**config.mk**
```make
export PLATFORM = sky130hd
export DESIGN_NAME = tbc_top
export DESIGN_NICKNAME = d
export VERILOG_FILES = /design/src/rtl/tbc_pkg.sv /design/src/rtl/tbc_reg_if.sv /design/src/rtl/tbc_axil.sv /design/src/rtl/tbc_channel.sv /design/src/rtl/tbc_top.sv
export VERILOG_INCLUDE_DIRS = /design/src /design/src/rtl
export SDC_FILE = /design/constraint.sdc
export NUM_CORES = 1
export LEC_CHECK = 0
export BUFFER_PORTS_ARGS = -buffer_cell sky130_fd_sc_hd__buf_4
export CAP_MARGIN = 40
export CORE_UTILIZATION = 36
export CTS_BUF_LIST = sky130_fd_sc_hd__clkbuf_4 sky130_fd_sc_hd__clkbuf_8 sky130_fd_sc_hd__clkbuf_16
export DETAILED_ROUTE_END_ITERATION = 8
export GPL_TIMING_DRIVEN = 1
export HOLD_SLACK_MARGIN = 0.15
export PLACE_DENSITY = 0.53
export SLEW_MARGIN = 20
export SYNTH_ARGS = -nofsm -noshare
export SYNTH_HDL_FRONTEND = slang
export SYNTH_SLANG_ARGS = --single-unit
```
**constraint.sdc**
```tcl
create_clock -name aclk -period 3 [get_ports aclk]
set_input_delay 0.15 -clock aclk [delete_from_list [all_inputs] [get_ports aclk]]
set_output_delay 0.15 -clock aclk [all_outputs]
set_load 0.005 [all_outputs]
```
**src/rtl/tbc_defines.svh**
```systemverilog
// Register indices, reset values and bus codes of the timer channel block.
// Operation
// - Channel interrupt requested only when enable set.
// - Buffered select exists in channel 0 only.
// - Buffered mode disables channel 1 control, pin.
// - Nonzero edge code: select A picks capture/compare.
// - Edge code 00: select A sets preset level.
// - Capture on rising, falling or either edge.
// - Compare match: none, toggle, clear, set pin.
// - Edge code 00 releases pin to port.
// - Buffered mode ignores A; toggle/clear/set on compare.
// - Toggle-on-overflow toggles compare pin each overflow.
// - Overflow action beats simultaneous compare action.
// - Max duty forces high, from next period.
// - Value register holds capture or compare value.
// - Capture high-byte read blocks captures until low.
// - Compare high-byte write blocks matches until low.
// - Flag set on event; read then write-0 clears (with enable clear, a write-0 alone clears it).
// - Halt with clear holds counter at zero.
`ifndef TBC_DEFINES_SVH
`define TBC_DEFINES_SVH
`define TBC_IDX_SC0 6'h30
`define TBC_IDX_V0H 6'h31
`define TBC_IDX_V0L 6'h32
`define TBC_IDX_SC1 6'h33
`define TBC_IDX_V1H 6'h34
`define TBC_IDX_V1L 6'h35
`define TBC_SC_RESET 8'h00
`define TBC_SC_FLAG 7
`define TBC_RESP_OKAY 2'h0
`define TBC_RESP_SLVERR 2'h2
`endif

```
**src/rtl/tbc_pkg.sv**
```systemverilog
// Types and decoders shared by the timer channel block.
`include "tbc_defines.svh"
package tbc_pkg;
  typedef enum logic [2:0] {
    TBC_OFF = 3'b000,
    TBC_CAP = 3'b001,
    TBC_CMP = 3'b010,
    TBC_BUF = 3'b011,
    TBC_SWC = 3'b100
  } tbc_mode_t;

  typedef struct packed {
    logic channel_event_flag;
    logic channel_irq_enable;
    logic chan0_buffered_select;
    logic capture_or_compare_select;
    logic edge_level_select_hi;
    logic edge_level_select_lo;
    logic toggle_on_overflow;
    logic max_duty_force;
  } tbc_sc_t;

  function automatic tbc_mode_t tbc_mode_of(input tbc_sc_t sc, input logic off);
    if (off)
      return TBC_OFF;
    else if ({sc.edge_level_select_hi, sc.edge_level_select_lo} == 2'b00)
      return (sc.capture_or_compare_select && !sc.chan0_buffered_select) ? TBC_SWC : TBC_OFF;
    else if (sc.chan0_buffered_select)
      return TBC_BUF;
    else if (sc.capture_or_compare_select)
      return TBC_CMP;
    else
      return TBC_CAP;
  endfunction : tbc_mode_of

  function automatic logic tbc_mapped(input logic [5:0] idx);
    return (idx >= `TBC_IDX_SC0) && (idx <= `TBC_IDX_V1L);
  endfunction : tbc_mapped
endpackage : tbc_pkg

```
**src/rtl/tbc_reg_if.sv**
```systemverilog
// Register access strobes between the bus slave and the register file.
`timescale 1ns/100ps
interface tbc_reg_if;
  logic       wr_en;
  logic [5:0] wr_idx;
  logic [7:0] wr_data;
  logic       rd_en;
  logic [5:0] rd_idx;
  logic [7:0] rd_data;
  modport bus (output wr_en, wr_idx, wr_data, rd_en, rd_idx, input rd_data);
  modport regs (input wr_en, wr_idx, wr_data, rd_en, rd_idx, output rd_data);
endinterface : tbc_reg_if

```
**src/rtl/tbc_axil.sv**
```systemverilog
// AXI4-Lite slave that turns bus transfers into register strobes.
`timescale 1ns/100ps
`include "tbc_defines.svh"
module tbc_axil #(
  parameter int ADDR_W = 8
) (
  input  wire logic              aclk,
  input  wire logic              aresetn,
  input  wire logic [ADDR_W-1:0] awaddr,
  input  wire logic              awvalid,
  output logic                   awready,
  input  wire logic [31:0]       wdata,
  input  wire logic [3:0]        wstrb,
  input  wire logic              wvalid,
  output logic                   wready,
  output logic [1:0]             bresp,
  output logic                   bvalid,
  input  wire logic              bready,
  input  wire logic [ADDR_W-1:0] araddr,
  input  wire logic              arvalid,
  output logic                   arready,
  output logic [31:0]            rdata,
  output logic [1:0]             rresp,
  output logic                   rvalid,
  input  wire logic              rready,
  tbc_reg_if.bus                 rif
);
  import tbc_pkg::*;

  if (ADDR_W < 8)
  begin : g_chk
    $error("tbc_axil: ADDR_W must be at least 8");
  end

  logic        awready_r, awready_nxt, wready_r, wready_nxt;
  logic        aw_have_r, aw_have_nxt, w_have_r, w_have_nxt;
  logic        bvalid_r, bvalid_nxt, arready_r, arready_nxt;
  logic        rvalid_r, rvalid_nxt, wstrb0_r, wstrb0_nxt;
  logic [1:0]  bresp_r, bresp_nxt, rresp_r, rresp_nxt;
  logic [5:0]  awidx_r, awidx_nxt;
  logic [7:0]  wdata_r, wdata_nxt;
  logic [31:0] rdata_r, rdata_nxt;
  logic        wr_fire, ar_take;

  assign wr_fire     = aw_have_r && w_have_r && !bvalid_r;
  assign ar_take     = arvalid && arready_r;
  assign rif.wr_en   = wr_fire && wstrb0_r && tbc_mapped(awidx_r);
  assign rif.wr_idx  = awidx_r;
  assign rif.wr_data = wdata_r;
  assign rif.rd_en   = ar_take && tbc_mapped(araddr[7:2]);
  assign rif.rd_idx  = araddr[7:2];

  always_comb
  begin
    awready_nxt = awready_r;
    wready_nxt  = wready_r;
    aw_have_nxt = aw_have_r;
    w_have_nxt  = w_have_r;
    awidx_nxt   = awidx_r;
    wdata_nxt   = wdata_r;
    wstrb0_nxt  = wstrb0_r;
    bvalid_nxt  = bvalid_r;
    bresp_nxt   = bresp_r;
    arready_nxt = arready_r;
    rvalid_nxt  = rvalid_r;
    rdata_nxt   = rdata_r;
    rresp_nxt   = rresp_r;
    if (awvalid && awready_r)
    begin
      awready_nxt = 1'b0;
      aw_have_nxt = 1'b1;
      awidx_nxt   = awaddr[7:2];
    end
    if (wvalid && wready_r)
    begin
      wready_nxt = 1'b0;
      w_have_nxt = 1'b1;
      wdata_nxt  = wdata[7:0];
      wstrb0_nxt = wstrb[0];
    end
    if (wr_fire)
    begin
      aw_have_nxt = 1'b0;
      w_have_nxt  = 1'b0;
      bvalid_nxt  = 1'b1;
      bresp_nxt   = tbc_mapped(awidx_r) ? `TBC_RESP_OKAY : `TBC_RESP_SLVERR;
    end
    if (bvalid_r && bready)
    begin
      bvalid_nxt  = 1'b0;
      awready_nxt = 1'b1;
      wready_nxt  = 1'b1;
    end
    if (ar_take)
    begin
      arready_nxt = 1'b0;
      rvalid_nxt  = 1'b1;
      rdata_nxt   = {24'h000000, rif.rd_data};
      rresp_nxt   = rif.rd_en ? `TBC_RESP_OKAY : `TBC_RESP_SLVERR;
    end
    if (rvalid_r && rready)
    begin
      rvalid_nxt  = 1'b0;
      arready_nxt = 1'b1;
    end
  end

  always_ff @(posedge aclk)
  begin
    if (!aresetn)
    begin
      awready_r <= 1'b1;
      wready_r  <= 1'b1;
      aw_have_r <= 1'b0;
      w_have_r  <= 1'b0;
      awidx_r   <= 6'h00;
      wdata_r   <= 8'h00;
      wstrb0_r  <= 1'b0;
      bvalid_r  <= 1'b0;
      bresp_r   <= `TBC_RESP_OKAY;
      arready_r <= 1'b1;
      rvalid_r  <= 1'b0;
      rdata_r   <= 32'h00000000;
      rresp_r   <= `TBC_RESP_OKAY;
    end
    else
    begin
      awready_r <= awready_nxt;
      wready_r  <= wready_nxt;
      aw_have_r <= aw_have_nxt;
      w_have_r  <= w_have_nxt;
      awidx_r   <= awidx_nxt;
      wdata_r   <= wdata_nxt;
      wstrb0_r  <= wstrb0_nxt;
      bvalid_r  <= bvalid_nxt;
      bresp_r   <= bresp_nxt;
      arready_r <= arready_nxt;
      rvalid_r  <= rvalid_nxt;
      rdata_r   <= rdata_nxt;
      rresp_r   <= rresp_nxt;
    end
  end

  assign awready = awready_r;
  assign wready  = wready_r;
  assign bvalid  = bvalid_r;
  assign bresp   = bresp_r;
  assign arready = arready_r;
  assign rvalid  = rvalid_r;
  assign rdata   = rdata_r;
  assign rresp   = rresp_r;
endmodule : tbc_axil

```
**src/rtl/tbc_channel.sv**
```systemverilog
// One timer channel: edge capture, compare match and pin output.
`timescale 1ns/100ps
module tbc_channel #(
  parameter int CNT_W = 16
) (
  input  wire logic              aclk,
  input  wire logic              aresetn,
  input  wire tbc_pkg::tbc_mode_t mode,
  input  wire tbc_pkg::tbc_sc_t  sc,
  input  wire logic [CNT_W-1:0]  cnt,
  input  wire logic              ovf,
  input  wire logic [CNT_W-1:0]  cmp_val,
  input  wire logic              cap_block,
  input  wire logic              cmp_block,
  input  wire logic              pin_in,
  output logic                   cap_ev,
  output logic                   cmp_ev,
  output logic                   pin_out,
  output logic                   pin_oe_n
);
  import tbc_pkg::*;

  logic       pin_prev_r, pin_prev_nxt, out_r, out_nxt;
  logic       oe_n_r, oe_n_nxt, max_eff_r, max_eff_nxt;
  logic       rise, fall, drives, max_on;
  logic [1:0] els;

  assign els    = {sc.edge_level_select_hi, sc.edge_level_select_lo};
  assign rise   = pin_in && !pin_prev_r;
  assign fall   = !pin_in && pin_prev_r;
  assign drives = (mode == TBC_CMP) || (mode == TBC_BUF);
  // The edge history runs in every mode so a newly enabled capture sees no stale edge.
  assign cap_ev = (mode == TBC_CAP) && !cap_block && ((els[0] && rise) || (els[1] && fall));
  assign cmp_ev = (drives || mode == TBC_SWC) && !cmp_block && (cnt == cmp_val);
  assign max_on = sc.toggle_on_overflow && (els == 2'b10) && max_eff_nxt;

  always_comb
  begin
    pin_prev_nxt = pin_in;
    max_eff_nxt  = ovf ? sc.max_duty_force : max_eff_r;
    out_nxt      = out_r;
    oe_n_nxt     = !drives;
    if (mode == TBC_OFF || mode == TBC_SWC)
      out_nxt = !sc.capture_or_compare_select;
    else if (drives)
    begin
      if (max_on)
        out_nxt = 1'b1;
      else if (sc.toggle_on_overflow && ovf)
        out_nxt = !out_r;
      else if (cmp_ev)
      begin
        case (els)
          2'b01:   out_nxt = !out_r;
          2'b10:   out_nxt = 1'b0;
          2'b11:   out_nxt = 1'b1;
          default: out_nxt = out_r;
        endcase
      end
    end
  end

  always_ff @(posedge aclk)
  begin
    if (!aresetn)
    begin
      pin_prev_r <= 1'b0;
      out_r      <= 1'b1;
      oe_n_r     <= 1'b1;
      max_eff_r  <= 1'b0;
    end
    else
    begin
      pin_prev_r <= pin_prev_nxt;
      out_r      <= out_nxt;
      oe_n_r     <= oe_n_nxt;
      max_eff_r  <= max_eff_nxt;
    end
  end

  assign pin_out  = out_r;
  assign pin_oe_n = oe_n_r;
endmodule : tbc_channel

```
**src/rtl/tbc_top.sv**
```systemverilog
// Two-channel timer capture/compare block with its register file and bus slave.
`timescale 1ns/100ps
`include "tbc_defines.svh"
module tbc_top #(
  parameter int CNT_W  = 16,
  parameter int ADDR_W = 8
) (
  input  wire logic              aclk,
  input  wire logic              aresetn,
  input  wire logic [ADDR_W-1:0] awaddr,
  input  wire logic              awvalid,
  output logic                   awready,
  input  wire logic [31:0]       wdata,
  input  wire logic [3:0]        wstrb,
  input  wire logic              wvalid,
  output logic                   wready,
  output logic [1:0]             bresp,
  output logic                   bvalid,
  input  wire logic              bready,
  input  wire logic [ADDR_W-1:0] araddr,
  input  wire logic              arvalid,
  output logic                   arready,
  output logic [31:0]            rdata,
  output logic [1:0]             rresp,
  output logic                   rvalid,
  input  wire logic              rready,
  input  wire logic [CNT_W-1:0]  counter_value,
  input  wire logic              counter_overflow,
  input  wire logic              counter_halt,
  input  wire logic              counter_clear,
  input  wire logic [1:0]        pin_in,
  output logic [1:0]             pin_out,
  output logic [1:0]             pin_oe_n,
  output logic [1:0]             chan_irq
);
  import tbc_pkg::*;

  if (CNT_W != 16)
  begin : g_chk
    $error("tbc_top: value registers are two bytes, CNT_W must be 16");
  end

  localparam logic [5:0] SC_IDX [2] = '{`TBC_IDX_SC0, `TBC_IDX_SC1};
  localparam logic [5:0] VH_IDX [2] = '{`TBC_IDX_V0H, `TBC_IDX_V1H};
  localparam logic [5:0] VL_IDX [2] = '{`TBC_IDX_V0L, `TBC_IDX_V1L};

  tbc_reg_if rif ();

  tbc_axil #(
    .ADDR_W (ADDR_W)
  ) u_axil (
    .aclk    (aclk),
    .aresetn (aresetn),
    .awaddr  (awaddr),
    .awvalid (awvalid),
    .awready (awready),
    .wdata   (wdata),
    .wstrb   (wstrb),
    .wvalid  (wvalid),
    .wready  (wready),
    .bresp   (bresp),
    .bvalid  (bvalid),
    .bready  (bready),
    .araddr  (araddr),
    .arvalid (arvalid),
    .arready (arready),
    .rdata   (rdata),
    .rresp   (rresp),
    .rvalid  (rvalid),
    .rready  (rready),
    .rif     (rif.bus)
  );

  tbc_sc_t          sc_r      [2];
  tbc_sc_t          sc_nxt    [2];
  logic [CNT_W-1:0] val_r     [2];
  logic [CNT_W-1:0] val_nxt   [2];
  logic [1:0]       armed_r, armed_nxt;
  logic [1:0]       cap_blk_r, cap_blk_nxt;
  logic [1:0]       cmp_blk_r, cmp_blk_nxt;
  logic [1:0]       irq_r, irq_nxt;
  logic             src_r, src_nxt;
  tbc_mode_t        mode      [2];
  logic [1:0]       ch_off, cap_ev, cmp_ev, ev;
  logic [CNT_W-1:0] cmp_val   [2];
  logic [1:0]       cmp_inh, cap_inh;
  logic [7:0]       rd_data;
  logic             held_zero;

  // A halted and cleared counter sits at zero; no compare events are taken from it.
  assign held_zero = counter_halt && counter_clear;
  assign ch_off    = {sc_r[0].chan0_buffered_select, 1'b0};

  for (genvar g = 0; g < 2; g++)
  begin : g_ch
    assign mode[g] = tbc_mode_of(sc_r[g], ch_off[g]);
    assign ev[g]   = cap_ev[g] || cmp_ev[g];
    assign cap_inh[g] = cap_blk_r[g] || counter_halt;
    if (g == 0)
    begin : g_src
      // In buffered mode the inactive value register may be rewritten safely.
      assign cmp_val[g] = (mode[0] == TBC_BUF && src_r) ? val_r[1] : val_r[0];
      assign cmp_inh[g] = ((mode[0] == TBC_BUF && src_r) ? cmp_blk_r[1] : cmp_blk_r[0]) || held_zero;
    end
    else
    begin : g_plain
      assign cmp_val[g] = val_r[g];
      assign cmp_inh[g] = cmp_blk_r[g] || held_zero;
    end

    tbc_channel #(
      .CNT_W (CNT_W)
    ) u_ch (
      .aclk      (aclk),
      .aresetn   (aresetn),
      .mode      (mode[g]),
      .sc        (sc_r[g]),
      .cnt       (counter_value),
      .ovf       (counter_overflow),
      .cmp_val   (cmp_val[g]),
      .cap_block (cap_inh[g]),
      .cmp_block (cmp_inh[g]),
      .pin_in    (pin_in[g]),
      .cap_ev    (cap_ev[g]),
      .cmp_ev    (cmp_ev[g]),
      .pin_out   (pin_out[g]),
      .pin_oe_n  (pin_oe_n[g])
    );
  end

  always_comb
  begin
    rd_data = 8'h00;
    for (int i = 0; i < 2; i++)
    begin
      if (rif.rd_idx == SC_IDX[i])
        rd_data = ch_off[i] ? 8'h00 : sc_r[i];
      else if (rif.rd_idx == VH_IDX[i])
        rd_data = val_r[i][15:8];
      else if (rif.rd_idx == VL_IDX[i])
        rd_data = val_r[i][7:0];
    end
  end
  assign rif.rd_data = rd_data;

  always_comb
  begin
    tbc_sc_t wv;
    logic    wr_sc;
    logic    cmp_mode;
    wv       = tbc_sc_t'(rif.wr_data);
    wr_sc    = 1'b0;
    cmp_mode = 1'b0;
    src_nxt  = src_r;
    if (mode[0] != TBC_BUF)
      src_nxt = 1'b0;
    else if (counter_overflow)
      src_nxt = !src_r;
    for (int i = 0; i < 2; i++)
    begin
      sc_nxt[i]      = sc_r[i];
      val_nxt[i]     = val_r[i];
      armed_nxt[i]   = armed_r[i];
      cap_blk_nxt[i] = cap_blk_r[i];
      cmp_blk_nxt[i] = cmp_blk_r[i];
      irq_nxt[i]     = sc_r[i].channel_event_flag && sc_r[i].channel_irq_enable && !ch_off[i];
      wr_sc          = rif.wr_en && rif.wr_idx == SC_IDX[i] && !ch_off[i];
      cmp_mode       = sc_r[0].chan0_buffered_select || sc_r[i].capture_or_compare_select;
      if (rif.rd_en && rif.rd_idx == SC_IDX[i] && !ch_off[i] && sc_r[i].channel_event_flag)
        armed_nxt[i] = 1'b1;
      if (mode[i] != TBC_CAP)
        cap_blk_nxt[i] = 1'b0;
      else if (rif.rd_en && rif.rd_idx == VH_IDX[i])
        cap_blk_nxt[i] = 1'b1;
      else if (rif.rd_en && rif.rd_idx == VL_IDX[i])
        cap_blk_nxt[i] = 1'b0;
      if (wr_sc)
      begin
        sc_nxt[i] = wv;
        sc_nxt[i].channel_event_flag = sc_r[i].channel_event_flag;
        if (i != 0)
          sc_nxt[i].chan0_buffered_select = 1'b0;
        if (!wv.channel_event_flag && (armed_r[i] || !sc_r[i].channel_irq_enable))
          sc_nxt[i].channel_event_flag = 1'b0;
        armed_nxt[i] = 1'b0;
      end
      if (rif.wr_en && rif.wr_idx == VH_IDX[i])
      begin
        val_nxt[i][15:8] = rif.wr_data;
        cmp_blk_nxt[i]   = cmp_mode;
      end
      else if (rif.wr_en && rif.wr_idx == VL_IDX[i])
      begin
        val_nxt[i][7:0] = rif.wr_data;
        cmp_blk_nxt[i]  = 1'b0;
      end
      if (cap_ev[i])
        val_nxt[i] = counter_value;
      // A new event beats a clear in the same cycle and cancels a pending clear.
      if (ev[i])
      begin
        sc_nxt[i].channel_event_flag = 1'b1;
        armed_nxt[i] = 1'b0;
      end
    end
  end

  always_ff @(posedge aclk)
  begin
    if (!aresetn)
    begin
      sc_r[0]   <= tbc_sc_t'(`TBC_SC_RESET);
      sc_r[1]   <= tbc_sc_t'(`TBC_SC_RESET);
      armed_r   <= 2'h0;
      cap_blk_r <= 2'h0;
      cmp_blk_r <= 2'h0;
      irq_r     <= 2'h0;
      src_r     <= 1'b0;
    end
    else
    begin
      sc_r      <= sc_nxt;
      armed_r   <= armed_nxt;
      cap_blk_r <= cap_blk_nxt;
      cmp_blk_r <= cmp_blk_nxt;
      irq_r     <= irq_nxt;
      src_r     <= src_nxt;
    end
  end

  // Value registers have no reset value.
  always_ff @(posedge aclk)
  begin
    val_r <= val_nxt;
  end

  assign chan_irq = irq_r;
endmodule : tbc_top

```
==> metrics, run 1 <==
critical path class reg -> reg; Ports 127; Compound-Gate Fraction of Synth Area 0.1529; Die Height 122.7 um; M2 GR Usage 0.3192; I/O Buffers 69; DP Wirelength 10430 um; flop-to-flop setup slack 330 ps; Pre-Repair DR Iteration Count 4; highest clock rate 374.8 MHz; CTS clk-pin slew, worst paths 70 ps; largest family of logic cells by synthesized area simple AND/OR/NAND/NOR gates; status finished, final reports clean; Final nets 732; root buffer cell clkbuf_16; RSZ-0062 raised after global routing no; synthesized flop and latch total 96; Post CTS Setup Buffer Count 0; antenna diode count 0; worst slew pin tran 558.9 ps; Fin. Hold Viols 0; worst-path maximum fanout 8; XOR/XNOR Fraction of Synth Area 0.04176; YS warnings 0; Synth Area in Adders 0.01432; Syn Area/Cell 9.500 um^2; cell taking the most area after synthesis dfxtp_1; # Max-Cap Violations 0; crit path cell chain inv_1 > ha_1 > and3b_1 > mux2i_1 > xnor2_1 > a211oi_1 > a31oi_1 > mux2_1; fin crit share 0.8894; drt wl/cell 17.42 um; # setup viols final 0; number of DRC markers in iteration 0 193; Vias 4278; sequential-to-total area share from yosys stat 0.4276; die area 0.01505 mm^2; mux cell area share after synthesis 0.1095; share of cells above drive strength 1 0.2058; initial antenna violation count 0; post-detailed-route DRC marker count 0; Hold WS 170.0 ps; antenna viol nets, final 0; CP endpoint kind register; vias per inst 5.148; pwr dens 447.6 mW/mm^2; Worst Skew 12.91 ps; CP arrival 2910 ps; dominant synthesized flop cell dfxtp_1; FP Rows 43; clock sinks 96; largest net degree at the start of global routing 63; Post-Synthesis Cells 552; leading post-synthesis cells by cell area dfxtp_1 24%, edfxtp_1 18%, mux2_2 6.9%; Global Route Usage Sum 0.2037; met1 Use GR 0.2800; Distinct cells, synth 57; H-Tree Depth 3; TritonCTS clock tree done; Post-synth EDFFs 32; Post-Syn Area 0.005244 mm^2; Slowest cell on crit path and3b_1; first-pass GRT wire length 22580 um; Setup TNS Final 0 ps; Num CTS Buffers 9; CP required 3240 ps; Min Clock Period, post-route 2668 ps; CP max stage delay 450 ps; fin cells 831; Synth async-reset ratio 0; Initial Util 0.3734; critical path's top delay family multiplexers; VDD IR max 0.0002663 V; clk_lat worst skew 360 ps; Synth Area in Simple Gates 0.1790; Die W 122.7 um; Place WS 325.9 ps; gr busiest metal met2; total grt overflow 0; DRT Wirelength 14480 um; design area 0.006509 mm^2; clk buf depth 2; area grow syn2layout 24.12%; Static Leakage 2.611 nW; worst setup margin 331.7 ps; CP startpoint kind register; met3 Use GR 0.03392; Final Max Slew Viols 0; WP buf/inv 1; Final Wtd Congestion 0.9092; Slew headroom 0.6263; top cells by count, synth 64 x dfxtp_1, 59 x nand2_1, 32 x edfxtp_1, 32 x mux2_2, 30 x buf_4; placed inst area 0.005819 mm^2; area share of the largest cell type after synthesis 0.2443; most common cell in the netlist dfxtp_1; placed insts 777; Hold WC Path Type in -> reg; area of the core 0.01404 mm^2; vias in the first global route 4045
## power breakdown
part	internal (W)	total, W	switching [W]	leakage (nW)
Clock	0.000665	0.00121	0.000542	0.149
Combinational	0.000161	0.000301	0.000140	1.65
Sequential	0.00137	0.00141	0.0000362	0.816
Total	0.00220	0.00291	0.000719	2.61
## kinds of logic after synthesis
family	count (synthesis)
buffers and inverters	73
adders and majority gates	6
other	1
muxes	52
AOI/OAI and AO/OA	116
xor gates and xnor gates	25
and+or+nand+nor	183
DFF	96
## placed cells by master (no fill, tap or decap), drive strengths merged, types with 19 or more instances in the layout
cell	instances
a21oi	23
dlygate4sd3	38
buf	79
edfxtp	32
nor2	25
a21boi	29
conb	26
dfxtp	64
o21ai	20
nand2	59
nor2b	22
nand3	22
mux2	33
inv	19
## area by class of cell
type	instances	area, um^2
clock inverters	7	83.83
clock buffers	9	225.2
well taps	180	225.2
repair buffers	117	973.4
inverters	14	52.55
multi-input cells	408	2706
flip-flops and latches	96	2242
fillers	1346	7533
## worst paths after layout
check	startpoint	end	cells after the start
max reg2reg	sc_r[10]	g_ch[0].u_ch.pin_out	8
min reg2reg	u_axil.rif.wr_idx[3]	u_axil.rif.wr_idx[3]	2
max	sc_r[10]	g_ch[0].u_ch.pin_out	8
min	counter_value[7]	cmp_val[7]	2
## registers in the layout, indices dropped and copies added (netlist names), 2 cells and up
name and cells:
chan_irq 2, cmp_val 16, g_ch.u_ch.pin_out 2, g_ch.u_ch.pin_prev_r 2, u_axil.rif.wr_idx 6, g_ch.u_ch.max_eff_r 2, u_axil.rif.wr_data 8, u_axil.rdata 8
cap_blk_r 2, armed_r 2, g_ch.u_ch.pin_oe_n 2, val_r 16, sc_r 14, cmp_blk_r 2
## layer usage
metal | routed length, um | up-vias
li1 | - | 2105
met1 | 6906 | 2027
met2 | 6673 | 129
met3 | 679 | 17
met4 | 217 | 0
met5 | 0 | -
## metrics by stage
step,power (W),utilization
after floorplan,0.001591,-
after global placement,0.001690,0.4144
after detailed placement,0.001696,0.4144
after CTS,0.002947,0.4635
after global routing,0.003020,0.4635
final,0.002914,0.4635
## repair_timing
| item | in CTS | in global routing |
|---|---|---|
| hold buffers | 38 | 0 |
| endpoints found under the hold margin | 44 | 0 |
| resized for setup | 0 | 0 |
No activity file was read; power rests on OpenSTA's default activity.
==> run 2: changes to the inputs <==
--- a/config.mk
+++ b/config.mk
@@ -10,10 +10,12 @@
 export CAP_MARGIN = 40
 export CORE_UTILIZATION = 36
 export CTS_BUF_LIST = sky130_fd_sc_hd__clkbuf_4 sky130_fd_sc_hd__clkbuf_8 sky130_fd_sc_hd__clkbuf_16
+export CTS_CLUSTER_SIZE = 10
 export DETAILED_ROUTE_END_ITERATION = 8
 export GPL_TIMING_DRIVEN = 1
 export HOLD_SLACK_MARGIN = 0.15
 export PLACE_DENSITY = 0.53
+export RECOVER_POWER = 25
 export SLEW_MARGIN = 20
 export SYNTH_ARGS = -nofsm -noshare
 export SYNTH_HDL_FRONTEND = slang
==> run 2 against run 1 <==
Net effect: flip-flop and latch count stayed put; sequential power hardly changed; routed wire length is 0.16% lower; clock skew hardly changed; setup slack worse by 2.2 ps; clock power hardly changed; critical path depth stayed put; die area stayed put; cell area is 0.23% lower; critical path type unchanged; largest cell class unchanged.
==> metrics, run 2 (synthesized netlist as in run 1, its figures left out) <==
CP required 3240 ps; Met3 Wirelength 837 um; highest clock rate 374.5 MHz; post-detailed-route DRC marker count 0; Die Height 122.7 um; CTS clk-pin slew, worst paths 70 ps; I/O Buffers 69; Vias 4284; placed inst area 0.005819 mm^2; FP Rows 43; area of the core 0.01404 mm^2; Die W 122.7 um; # setup viols final 0; area grow syn2layout 23.84%; Final nets 732; DRT Wirelength 14450 um; critical path's top delay family multiplexers; clock network power share 0.415; vias in the first global route 4045; most frequent cells in the layout 64 x dfxtp_1, 59 x nand2_1, 56 x buf_4; DR WL met2 6596 um; RSZ-0062 raised after global routing no; Static Leakage 2.589 nW; design area 0.006494 mm^2; DP Wirelength 10430 um; TritonCTS clock tree done; clock sinks 96; NetSw 0.0007181 W; Power Total 0.002910 W; CP endpoint kind register; Final Wtd Congestion 0.9092; Setup TNS Final 0 ps; Fin. Hold Viols 0; total grt overflow 0; total internal power 0.002192 W; worst-path maximum fanout 8; CP arrival 2910 ps; fin crit share 0.8901; top routing layer in use met4; switching share of total power 0.2468; Metal-1 WL 6799 um; antenna viol nets, final 0; die area 0.01505 mm^2; Min Clock Period, post-route 2670 ps; share of cells above drive strength 1 0.1997; most common cell after layout, fill and taps aside dfxtp_1; Hold WC Path Type in -> reg; H-Tree Depth 3; final core utilization 0.4624; vias per inst 5.155; Global Route Usage Sum 0.2037; Pre-Repair DR Iteration Count 4; initial antenna violation count 0; Reg power frac 0.483; Gate power share 0.102; Worst Skew 13.13 ps; CP startpoint kind register; Initial Util 0.3734; worst slew pin tran 544.7 ps; root buffer cell clkbuf_16; Slew headroom 0.6358; Final Max Slew Viols 0; clk buf depth 2; CP max stage delay 450 ps; cts hold-fix bufs 38; antenna diode count 0; Ports 127; crit path cell chain inv_1 > ha_1 > and3b_1 > mux2i_1 > xnor2_1 > a211oi_1 > a31oi_1 > mux2_1; VDD IR max 0.0002653 V; drt wl/cell 17.39 um; # Max-Cap Violations 0; Post-CTS Resized 0; number of DRC markers in iteration 0 213; clk_lat worst skew 360 ps; critical path class reg -> reg; pwr dens 448.1 mW/mm^2; Slowest cell on crit path and3b_1; first-pass GRT wire length 22580 um; largest net degree at the start of global routing 63; Post CTS Setup Buffer Count 0; Num CTS Buffers 9; WP buf/inv 1; status finished, final reports clean
## run 2: area by class of cell
class	count	area, um^2
inverters	14	52.55
clock buffers	9	225.2
fillers	1354	7548
multi-input cells	408	2706
well taps	180	225.2
clock inverters	7	83.83
flip-flops and latches	96	2242
repair buffers	117	958.4
## run 2: stage by stage
stage                     hold WS, ps  setup WS (ps)  instances
after floorplan                 250.4          623.7        577
after global placement          354.3          392.3        777
after detailed placement        365.8          325.9        777
after CTS                       152.7          314.2        831
after global routing            170.9          142.9        831
final                           171.4          329.6        831
## run 2: metal layers
metal | vias up | global-route usage
met3 | 16 | 0.03392
li1 | 2106 | -
met4 | 0 | 0.07546
met1 | 2030 | 0.2800
met5 | - | 0
met2 | 132 | 0.3192
## run 2: final timing paths
| kind | startpoint | end | slack, ps | depth (start not counted) |
|---|---|---|---|---|
| max reg2reg | sc_r[10] | g_ch[0].u_ch.pin_out | 330 | 8 |
| min reg2reg | u_axil.rif.wr_idx[3] | u_axil.rif.wr_idx[3] | 470 | 2 |
| max | sc_r[10] | g_ch[0].u_ch.pin_out | 330 | 8 |
| min | counter_value[7] | cmp_val[7] | 170 | 2 |
## run 2: power by group through the flow
stage,sequential [W],clock [W],combinational [W]
final,0.00141,0.00121,0.000298
after CTS,0.00141,0.00124,0.000301
after global routing,0.00141,0.00127,0.000334
after detailed placement,0.00144,0,0.000260
after floorplan,0.00142,0,0.000173
after global placement,0.00144,0,0.000254
==> run 3: changes to the inputs <==
--- a/config.mk
+++ b/config.mk
@@ -8,6 +8,7 @@
 export LEC_CHECK = 0
 export BUFFER_PORTS_ARGS = -buffer_cell sky130_fd_sc_hd__buf_4
 export CAP_MARGIN = 40
+export CORE_ASPECT_RATIO = 0.75
 export CORE_UTILIZATION = 36
 export CTS_BUF_LIST = sky130_fd_sc_hd__clkbuf_4 sky130_fd_sc_hd__clkbuf_8 sky130_fd_sc_hd__clkbuf_16
 export CTS_CLUSTER_SIZE = 10
==> run 3 against run 2 <==
Net effect: sequential power hardly changed; power about the same; fmax is essentially flat; sequential share of layout area grew 0.32 points; clock power is essentially flat; worst hold slack lost 11 ps; die area is essentially flat; critical path depth shrank 1; count of clock-buffer cells in the layout grew 4; core utilization decreased by 0.23 points; flip-flop and latch count stayed put; routed wire length grew 2.7%; critical path type unchanged; largest power group unchanged; highest routed layer unchanged.
==> metrics, run 3 (synthesized netlist as in run 1, its figures left out) <==
status finished, final reports clean; first-pass GRT wire length 23430 um; worst hold endpoint cmp_val[4]; Ports 127; VDD IR max 0.0002575 V; Die Height 106.5 um; RSZ-0062 raised after global routing no; TritonCTS clock tree done; design area 0.006434 mm^2; Final Max Slew Viols 0; RR Endpoint g_ch[0].u_ch.pin_out; Reg area 0.002242 mm^2; fill cell count 1368; clock network power share 0.415; most frequent cells in the layout 64 x dfxtp_1, 59 x nand2_1, 55 x buf_4; cts hold-fix bufs 29; hold path startpoint counter_value[4]; clock sinks 96; clk_lat worst skew 340 ps; Static Leakage 2.568 nW; antenna diode count 0; # Max-Cap Violations 0; FP Rows 37; CP arrival 2890 ps; area of the core 0.01398 mm^2; Hold Path Depth 2; Die W 141.4 um; worst slew pin tran 586.7 ps; I/O Buffers 69; critical path class reg -> reg; total internal power 0.002243 W; die area 0.01506 mm^2; placed inst area 0.005838 mm^2; CP required 3220 ps; H-Tree Depth 3; # setup viols final 0; Multi-input gate area 0.002706 mm^2; post-detailed-route DRC marker count 0; Reg power frac 0.485; Pre-Repair DR Iteration Count 5; vias in the first global route 4099; worst-path maximum fanout 8; Hold WC Path Type in -> reg; Num CTS Buffers 9; largest net degree at the start of global routing 63; crit path cell chain inv_1 > ha_1 > nand3b_4 > or4_4 > a2111oi_2 > a31oi_1 > mux2_1; Global Route Usage Sum 0.2064; Gate power share 0.100; CP max stage delay 550 ps; reg2reg path depth 7; DRT Wirelength 14840 um; Fin. Hold Viols 0; Final Wtd Congestion 0.8818; root buffer cell clkbuf_16; Post-CTS Resized 0; Initial Util 0.3751; Post CTS Setup Buffer Count 0; worst r2r src sc_r[11]; most common cell after layout, fill and taps aside dfxtp_1; pwr dens 452.2 mW/mm^2; drt wl/cell 17.73 um; switching share of total power 0.2288; clk buf depth 2; highest clock rate 374.6 MHz; Worst Skew 9.431 ps; area grow syn2layout 22.69%; DP Wirelength 10810 um; initial antenna violation count 0; vias per inst 5.123; NetSw 0.0006657 W; CP endpoint kind register; Final nets 723; Vias 4288; number of DRC markers in iteration 0 275; CP startpoint kind register; share of cells above drive strength 1 0.2056; Slowest cell on crit path or4_4; antenna viol nets, final 0; fin crit share 0.8899; Slew headroom 0.6086; flop-to-flop setup slack 330 ps; total grt overflow 0; Setup TNS Final 0 ps; Min Clock Period, post-route 2670 ps; CTS clk-pin slew, worst paths 70 ps
[run 3: area by class of cell]
type	instances	share of cell area
Multi-Input combinational cell	408	0.4207
Tap cell	195	0.03792
Timing Repair Buffer	108	0.1361
Sequential cell	96	0.3485
Inverter	14	0.008168
Clock inverter	3	0.006223
Clock buffer	13	0.04240
[run 3: stage by stage]
step                hold slack (ps)    util  cells  setup WS [ps]  total power [W]
global placement              354.8  0.4176    792          399.3         0.001694
CTS                           151.0  0.4607    837          324.1         0.002936
global route                  157.1  0.4602    837          235.4         0.003012
finish                        160.1  0.4602    837          330.2         0.002909
floorplan                     250.4       -    577          623.7         0.001591
detailed placement            355.0  0.4176    792          336.1         0.001700
[run 3: metal layers]
layer | GRT usage | vias to the layer above | routed length [um]
li1 | - | 2082 | -
met5 | 0 | - | 0
met1 | 0.3092 | 2060 | 7777
met2 | 0.3080 | 133 | 6295
met3 | 0.03243 | 13 | 646
met4 | 0.04503 | 0 | 123
[run 3: power by group through the flow]
stage	clock, W	sequential, W	combinational (W)
2_1_floorplan	0	0.00142	0.000173
3_3_place_gp	0	0.00144	0.000257
3_5_place_dp	0	0.00144	0.000262
4_1_cts	0.00123	0.00141	0.000292
5_1_grt	0.00128	0.00141	0.000322
6_report	0.00121	0.00141	0.000292
[run 3: how the worst max path moves through the flow]
stage / start / end / slack, ps / cells past startpoint
floorplan: sc_r[10] / val_r[24] / 620 / 7
global placement: sc_r[10] / g_ch[0].u_ch.pin_out / 400 / 7
detailed placement: sc_r[11] / g_ch[0].u_ch.pin_out / 340 / 7
CTS: sc_r[11] / g_ch[0].u_ch.pin_out / 320 / 7
global route: sc_r[11] / g_ch[0].u_ch.pin_out / 240 / 8
finish: sc_r[11] / g_ch[0].u_ch.pin_out / 330 / 7
[run 3: critical path, delay by kind of cell, from the launching register on]
| family | cells | cell delay [ps] |
|---|---|---|
| simple gates | 2 | 800 |
| fa+ha+maj | 1 | 280 |
| compound gates | 2 | 630 |
| mux | 1 | 330 |
| buf+inv | 1 | 100 |
| flops | 1 | 420 |
